### src/event_flags_defines.svh
// Register offsets, reset values and field positions of the event flag block
`ifndef EVENT_FLAGS_DEFINES_SVH
`define EVENT_FLAGS_DEFINES_SVH

// Register offsets
`define ADDR_REF_FAIL_IRQ_STATUS 8'h02
`define ADDR_LOOP_EVENT_STATUS 8'h03
`define ADDR_REF_FAIL_IRQ_MASK 8'h04
`define ADDR_LOOP_EVENT_IRQ_MASK 8'h05
`define ADDR_MON_FLAGS_HI 8'h06
`define ADDR_MON_FLAGS_LO 8'h07
`define ADDR_MON_MASK_HI 8'h08
`define ADDR_MON_MASK_LO 8'h09
`define ADDR_LOSS_PIN_SELECT 8'h10

// Reset values
`define RST_FLAGS 8'h00
`define RST_IRQ_MASK 8'h00
`define RST_MON_MASK 8'h66
`define RST_LOSS_PIN_SELECT 8'h00
`define RST_READ_DATA 8'h00

// Field geometry
`define REF_COUNT 4
`define LOOP_COUNT 4
`define FLAG_NIBBLE 4
`define REG_WIDTH 8
`define PIN_SEL_WIDTH 2
`define MAX_LOSS_PINS 4

`endif

### src/event_flags_pkg.sv
// Types shared by the event flag block
package event_flags_pkg;

   // One register access request, all fields sampled on one clock edge
   typedef struct packed {
      logic rd;
      logic wr;
      logic [7:0] addr;
      logic [7:0] wdata;
   } reg_req_type;

   // Per-reference failure nibble, bit 0 is signal loss
   typedef struct packed {
      logic settle_guard;
      logic rough_rate;
      logic single_period;
      logic signal_loss;
   } ref_event_type;

endpackage

### src/sticky_flag_bank.sv
// Bank of sticky flags where a set always wins over a clear
`timescale 1ns/100ps
module sticky_flag_bank #(
   parameter int WIDTH = 8
) (
   // Clock and reset
   input wire logic clk_sys,
   input wire logic rst_b,
   // Set and clear strobes, one bit per flag
   input wire logic [WIDTH-1:0] set_vec,
   input wire logic [WIDTH-1:0] clr_vec,
   // Held flags
   output logic [WIDTH-1:0] flag_vec
);

   // Refuse a bank that holds nothing
   if (WIDTH < 1) begin : g_bad_width
      $error("sticky_flag_bank WIDTH must be at least 1");
   end

   // Flags hold until cleared; an event in the clearing cycle is kept
   always_ff @(posedge clk_sys or negedge rst_b) begin
      if (!rst_b) begin
         flag_vec <= '0;
      end else begin
         flag_vec <= (flag_vec & ~clr_vec) | set_vec;
      end
   end

endmodule

### src/ref_monitor_dpll_event_flags.sv
// Event flags and masks for reference monitors and loop events
`timescale 1ns/100ps
`include "event_flags_defines.svh"
module ref_monitor_dpll_event_flags
   import event_flags_pkg::*;
#(
   parameter int LOSS_PIN_COUNT = 4
) (
   // Clock and reset
   input wire logic clk_sys,
   input wire logic rst_b,
   // Register access
   input wire reg_req_type reg_req,
   output logic [7:0] reg_rdata,
   // Asynchronous loss-of-signal pins from the line side
   input wire logic [LOSS_PIN_COUNT-1:0] loss_pin,
   // Monitor failure reports, one bit per reference
   input wire logic [3:0] single_period_fail,
   input wire logic [3:0] rough_rate_fail,
   input wire logic [3:0] settle_guard_expire,
   // Loop events, one bit per loop
   input wire logic [3:0] loop_freeze_event,
   input wire logic [3:0] loop_unlock_event,
   // Interrupt request, active high
   output logic irq
);

   // Pin count must fit the select field
   if (LOSS_PIN_COUNT < 1 || LOSS_PIN_COUNT > `MAX_LOSS_PINS) begin : g_bad_pins
      $error("LOSS_PIN_COUNT must be 1 to 4");
   end

   // Software-written masks and select
   logic [7:0] ref_fail_irq_mask_reg; // One bit per reference
   logic [7:0] loop_event_irq_mask_reg; // Two bits per loop
   logic [7:0] ref_monitor_fail_mask_hi_reg; // References 2 and 3
   logic [7:0] ref_monitor_fail_mask_lo_reg; // References 0 and 1
   logic [7:0] loss_pin_select_reg; // Two bits per reference

   // Synchroniser stages and edge history
   logic [LOSS_PIN_COUNT-1:0] loss_meta_reg; // First stage, read only by second
   logic [LOSS_PIN_COUNT-1:0] loss_sync_reg; // Second stage, safe to use
   logic [3:0] ref_loss_prev_reg; // Selected level one cycle earlier
   logic [3:0] ref_loss_level; // Selected synchronised level per reference

   // Event and flag vectors
   ref_event_type [3:0] ref_event; // Set strobes per reference
   logic [15:0] mon_set; // Packed monitor set strobes
   logic [15:0] mon_clr; // Clear strobes from reads
   logic [15:0] mon_flags; // Sticky monitor flags
   logic [15:0] mon_mask; // Monitor masks, same layout
   logic [3:0] ref_irq_set;
   logic [3:0] ref_irq_clr;
   logic [3:0] ref_irq_status;
   logic [7:0] loop_set;
   logic [7:0] loop_clr;
   logic [7:0] loop_status;
   logic read_hit_valid; // Read strobe for this cycle
   logic [7:0] read_value; // Data chosen by address

   always_ff @(posedge clk_sys or negedge rst_b) begin
      if (!rst_b) begin
         loss_meta_reg <= '0;
         loss_sync_reg <= '0;
      end else begin
         loss_meta_reg <= loss_pin;
         loss_sync_reg <= loss_meta_reg;
      end
   end

   always_comb begin
      logic [`PIN_SEL_WIDTH-1:0] sel; // Select field of the reference in hand
      sel = '0;
      for (int r = 0; r < `REF_COUNT; r++) begin
         sel = loss_pin_select_reg[r*`PIN_SEL_WIDTH +: `PIN_SEL_WIDTH];
         // A select beyond the fitted pins reads as no loss
         if (int'(sel) < LOSS_PIN_COUNT) begin
            ref_loss_level[r] = loss_sync_reg[sel];
         end else begin
            ref_loss_level[r] = 1'b0;
         end
      end
   end

   // Edge history of the routed level; changing the select may look like an edge
   always_ff @(posedge clk_sys or negedge rst_b) begin
      if (!rst_b) begin
         ref_loss_prev_reg <= '0;
      end else begin
         ref_loss_prev_reg <= ref_loss_level;
      end
   end

   // Gather the four failure kinds per reference
   always_comb begin
      for (int r = 0; r < `REF_COUNT; r++) begin
         ref_event[r].signal_loss = ref_loss_level[r] & ~ref_loss_prev_reg[r];
         ref_event[r].single_period = single_period_fail[r];
         ref_event[r].rough_rate = rough_rate_fail[r];
         ref_event[r].settle_guard = settle_guard_expire[r];
      end
   end

   // flags set with no mask term
   assign mon_set = ref_event;
   assign mon_mask = {ref_monitor_fail_mask_hi_reg, ref_monitor_fail_mask_lo_reg};

   // Reads are the only way software clears a sticky flag
   assign read_hit_valid = reg_req.rd;

   // Reading a flag register clears exactly the bits it returned
   always_comb begin
      mon_clr = '0;
      ref_irq_clr = '0;
      loop_clr = '0;
      if (read_hit_valid) begin
         case (reg_req.addr)
            `ADDR_MON_FLAGS_LO: mon_clr[7:0] = mon_flags[7:0];
            `ADDR_MON_FLAGS_HI: mon_clr[15:8] = mon_flags[15:8];
            `ADDR_REF_FAIL_IRQ_STATUS: ref_irq_clr = ref_irq_status;
            `ADDR_LOOP_EVENT_STATUS: loop_clr = loop_status;
            default: mon_clr = '0;
         endcase
      end
   end

   sticky_flag_bank #(
      .WIDTH(16)
   ) u_mon_flags (
      .clk_sys(clk_sys),
      .rst_b(rst_b),
      .set_vec(mon_set),
      .clr_vec(mon_clr),
      .flag_vec(mon_flags)
   );

   always_comb begin
      for (int r = 0; r < `REF_COUNT; r++) begin
         ref_irq_set[r] = ref_fail_irq_mask_reg[r]
            & |(mon_set[r*`FLAG_NIBBLE +: `FLAG_NIBBLE]
                & mon_mask[r*`FLAG_NIBBLE +: `FLAG_NIBBLE]);
      end
   end

   // Sticky reference failure interrupt status
   sticky_flag_bank #(
      .WIDTH(4)
   ) u_ref_irq (
      .clk_sys(clk_sys),
      .rst_b(rst_b),
      .set_vec(ref_irq_set),
      .clr_vec(ref_irq_clr),
      .flag_vec(ref_irq_status)
   );

   // interleave freeze and unlock per loop
   always_comb begin
      for (int n = 0; n < `LOOP_COUNT; n++) begin
         loop_set[2*n] = loop_freeze_event[n] & loop_event_irq_mask_reg[2*n];
         loop_set[2*n+1] = loop_unlock_event[n] & loop_event_irq_mask_reg[2*n+1];
      end
   end

   sticky_flag_bank #(
      .WIDTH(8)
   ) u_loop_status (
      .clk_sys(clk_sys),
      .rst_b(rst_b),
      .set_vec(loop_set),
      .clr_vec(loop_clr),
      .flag_vec(loop_status)
   );

   // irq follows any status bit; looks at next state so it tracks the flops
   always_ff @(posedge clk_sys or negedge rst_b) begin
      if (!rst_b) begin
         irq <= 1'b0;
      end else begin
         irq <= |((ref_irq_status & ~ref_irq_clr) | ref_irq_set)
            | |((loop_status & ~loop_clr) | loop_set);
      end
   end

   // Writable registers; flag registers ignore writes
   always_ff @(posedge clk_sys or negedge rst_b) begin
      if (!rst_b) begin
         ref_fail_irq_mask_reg <= `RST_IRQ_MASK;
         loop_event_irq_mask_reg <= `RST_IRQ_MASK;
         ref_monitor_fail_mask_hi_reg <= `RST_MON_MASK;
         ref_monitor_fail_mask_lo_reg <= `RST_MON_MASK;
         loss_pin_select_reg <= `RST_LOSS_PIN_SELECT;
      end else if (reg_req.wr) begin
         case (reg_req.addr)
            // Upper nibble is reserved and held at zero
            `ADDR_REF_FAIL_IRQ_MASK: ref_fail_irq_mask_reg <= {4'h0, reg_req.wdata[3:0]};
            `ADDR_LOOP_EVENT_IRQ_MASK: loop_event_irq_mask_reg <= reg_req.wdata;
            `ADDR_MON_MASK_HI: ref_monitor_fail_mask_hi_reg <= reg_req.wdata;
            `ADDR_MON_MASK_LO: ref_monitor_fail_mask_lo_reg <= reg_req.wdata;
            `ADDR_LOSS_PIN_SELECT: loss_pin_select_reg <= reg_req.wdata;
            default: loss_pin_select_reg <= loss_pin_select_reg;
         endcase
      end
   end

   // read map, lower reference in low nibble
   always_comb begin
      case (reg_req.addr)
         `ADDR_REF_FAIL_IRQ_STATUS: read_value = {4'h0, ref_irq_status};
         `ADDR_LOOP_EVENT_STATUS: read_value = loop_status;
         `ADDR_REF_FAIL_IRQ_MASK: read_value = ref_fail_irq_mask_reg;
         `ADDR_LOOP_EVENT_IRQ_MASK: read_value = loop_event_irq_mask_reg;
         `ADDR_MON_FLAGS_HI: read_value = mon_flags[15:8];
         `ADDR_MON_FLAGS_LO: read_value = mon_flags[7:0];
         `ADDR_MON_MASK_HI: read_value = ref_monitor_fail_mask_hi_reg;
         `ADDR_MON_MASK_LO: read_value = ref_monitor_fail_mask_lo_reg;
         `ADDR_LOSS_PIN_SELECT: read_value = loss_pin_select_reg;
         // Unmapped addresses read as zero
         default: read_value = `RST_READ_DATA;
      endcase
   end

   // Read data registered one cycle after the strobe, held until next read
   always_ff @(posedge clk_sys or negedge rst_b) begin
      if (!rst_b) begin
         reg_rdata <= `RST_READ_DATA;
      end else if (read_hit_valid) begin
         reg_rdata <= read_value;
      end
   end

endmodule

### config.mk
export PLATFORM = sky130hd
export DESIGN_NAME = ref_monitor_dpll_event_flags
export DESIGN_NICKNAME = d
export VERILOG_FILES = /design/src/event_flags_pkg.sv /design/src/sticky_flag_bank.sv /design/src/ref_monitor_dpll_event_flags.sv
export VERILOG_INCLUDE_DIRS = /design/src
export SDC_FILE = /design/constraint.sdc
export NUM_CORES = 1
export LEC_CHECK = 0
export BUFFER_PORTS_ARGS = -buffer_cell sky130_fd_sc_hd__buf_2
export CAP_MARGIN = 20
export CELL_PAD_IN_SITES_DETAIL_PLACEMENT = 1
export CELL_PAD_IN_SITES_GLOBAL_PLACEMENT = 1
export CORE_MARGIN = 2
export CORE_UTILIZATION = 50
export CTS_CLUSTER_DIAMETER = 100
export DETAILED_ROUTE_END_ITERATION = 8
export GPL_TIMING_DRIVEN = 0
export PLACE_DENSITY = 0.95
export RECOVER_POWER = 100
export SYNTH_ARGS = -nofsm -noshare
export SYNTH_HDL_FRONTEND = slang
export SYNTH_HIERARCHICAL = 1
export SYNTH_SLANG_ARGS = --single-unit
export TNS_END_PERCENT = 10
### constraint.sdc
create_clock -name clk_sys -period 4.6 [get_ports clk_sys]
set_input_delay 0.92 -clock clk_sys [delete_from_list [all_inputs] [get_ports clk_sys]]
set_output_delay 0.92 -clock clk_sys [all_outputs]
set_load 0.1 [all_outputs]
==> results.toml <==
[worst_hold_path]
holdPathEnd = "loss_sync_reg[0]$_DFF_PN0_"
hold_depth = 0
worstHoldStart = "loss_meta_reg[0]$_DFF_PN0_"
hold_path.class = "reg2reg"

[critical_path]
rrSetupSlack_ps = 2340
crit_slowest_cell = "nor4b_1"
cp.arrival_ps = 3750
required_ps = 4830
critPathBufInv = 2
r2r-start = "loop_event_irq_mask_reg[4]$_DFFE_PN0P_"
cp_max_fo = 9
worstSetupPathType = "in2reg"
timing.rr.end = "irq$_DFF_PN0_"
critPathLaunchType = "input pin"
crit_chain = "clkbuf_1 > nor3_1 > and3_1 > buf_6 > nor4b_1 > o221ai_1 > or4_1"
endpoint_kind = "register"
crit_family = "simple AND/OR/NAND/NOR gates"
reg2reg_depth = 5
crit_path_max_incr_delay_ps = 1110

[global_routing]
grt_pass1_vias = 3702
grt_pass1_wl_um = 21300
antenna_found_initial = 0
grt_max_degree = 56
grt-ovfl-total = 0
grt_use_total_pct = 29.6

[yosys]
synth_flop_cell = "dfrtp_1"
synth_seq_area_share_pct = 49.8
yosys.cell_count.top_type = "dfrtp_1"
synth_warnings = 6
async_flop_share_pct = 100
avgSynthCellArea_um2 = 11.7
ys_types = 47
postSynthCellCount = 367
synthTopCellsByCount = "dfrtp_1, inv_1, mux2_2"
ys_ff_latch = 85
synth_area_mm2 = 0.00429
synth_area_leaders = "dfrtp_1, mux2_2, a21o_1"
yosysTopAreaCell = "dfrtp_1"
synth_edf_count = 0
synth_fp_nets = 411
yosysTopAreaCellShare_pct = 44.9

[place]
hpwlAfterDp_um = 9160
io_buffer_count = 49
dp_cells = 522
pre_cts_slack_ps = 1590
gp_congestion = 0.940

[timing]
timing.final.crit_share_pct = 76.6
fmax_ghz = 0.284
fin_hold_ws_ps = 357
grt_setup_unrepaired = "false"
drv_slew = 32
maxSlewHeadroom_pct = -15.4
worst_pin_slew_ps = 1730
layout_min_cycle_time_ps = 3520
finalSetupTns_ps = 0
setup_violations = 0
final_hold_viol_count = 0
fin_skew_ps = 12.1
fin_ws_ps = 1080

[final_layout]
largest_reg_flops = 16
drive_above_1_share_pct = 27.9
fin_nets = 472
syn2layout_area_growth_pct = 11.7
fin_cells = 538
n_antenna_cell = 0
top_register = "u_mon_flags/flag_vec"

[detailed_routing]
dr.pass1.iters = 5
drt_iter0_drc = 259
drc = 0
wl_um = 13500
vias = 3358
via_per_inst = 6.24
wl_per_cell_um = 25.0
final_antenna_net_count = 0

[pwr]
vdd_drop_max_mv = 0.221
total_power_uw = 1650
p_leak_uw = 0.00203
power_density_mw_per_mm2 = 344

[cts]
clockRootBuffer = "clkbuf_8"
cts_hold_buf = 0
h-tree-depth = 3
cts_tree = "yes"
insertion_delay_ps = 360
numCtsBuffers = 9
clkTransAtPathRegs_ps = 80
cts_resized = 0
cts_sinks = 85
post_cts_buffers = 0
clockBufferDepth = 2

[outcome]
violations = "capacitance limit, slew limit"
status = "finished, violations left"

[floorplan]
rows = 33
die_h_um = 96.6
die_w_um = 96.6
die_area_mm2 = 0.00934
core_mm2 = 0.00826
start_util_pct = 52.0
ios = 53

[job]
drv_cap = 1
==> stage by stage <==
step	instance area, um2	util, %
final	4790	58.0
after global routing	4790	58.0
after CTS	4920	59.6
after detailed placement	4700	56.9
after global placement	4670	56.5
after floorplan	4290	-
==> worst reg2reg max path: stages, from the launching register on <==
cell,delay (ps)
dfrtp_1,450
and2_1,180
or4_1,540
nor4_1,260
o221ai_1,180
or4_1,510
==> metal layers <==
| metal | wire [um] | vias up | global-route usage [%] |
|---|---|---|---|
| li1 | - | 1423 | - |
| met1 | 5390 | 1762 | 36.0 |
| met2 | 6910 | 135 | 49.9 |
| met3 | 771 | 38 | 7.59 |
| met4 | 386 | 0 | 12.5 |
| met5 | 0 | - | 0 |
==> power by group <==
part / leakage [uW] / switching [uW] / total [uW] / internal [uW]
sequential: 0.00102 / 58.2 / 860 / 802
combinational: 0.000899 / 93.8 / 176 / 81.9
clock: 0.000110 / 275 / 611 / 337
total: 0.00203 / 427 / 1650 / 1220
==> area by class of cell <==
type                            instances  area [um2]
Sequential cell                        85        2140
Timing Repair Buffer                   50         236
Buffer                                 12        72.6
Multi-Input combinational cell        230        1840
Inverter                               40         150
Tap cell                              105         131
Clock buffer                           13         159
Clock inverter                          3        67.6
Fill cell                             909        3470
==> how the worst max path moves through the flow <==
stage	start	end	slack [ps]	cells after the start
global placement	reg_req[8]	reg_rdata[3]$_DFFE_PN0P_	1670	8
CTS	reg_req[13]	u_mon_flags/flag_vec[12]$_DFF_PN0_	1850	9
detailed placement	reg_req[13]	u_mon_flags/flag_vec[0]$_DFF_PN0_	1590	9
finish	reg_req[13]	irq$_DFF_PN0_	1080	7
floorplan	reg_req[10]	u_mon_flags/flag_vec[0]$_DFF_PN0_	2150	8
global route	reg_req[13]	irq$_DFF_PN0_	890	7
==> layout by cell type, fill, tap and decap left out, types with 7 or more instances in the layout <==
cell type,instances
inv_1,40
o22ai_1,7
and2_1,11
nand2_1,12
mux2i_1,8
and2_0,17
dfrtp_1,77
clkbuf_1,20
a21o_1,32
mux2_2,35
dfstp_2,8
clkbuf_8,11
buf_2,39
nor2_1,10
and2_2,8
a22oi_1,15
==> logic make-up (layout without fill, tap and decap cells) <==
logic type	after synthesis	in the layout	share of synthesized area, %
and+or+nand+nor	95	95	14.7
DFF	85	85	49.8
buffers and inverters	52	118	5.48
muxes	54	54	15.5
AOI/OAI and AO/OA	81	81	14.5
Note: power is estimated with default switching activity, not from simulation.
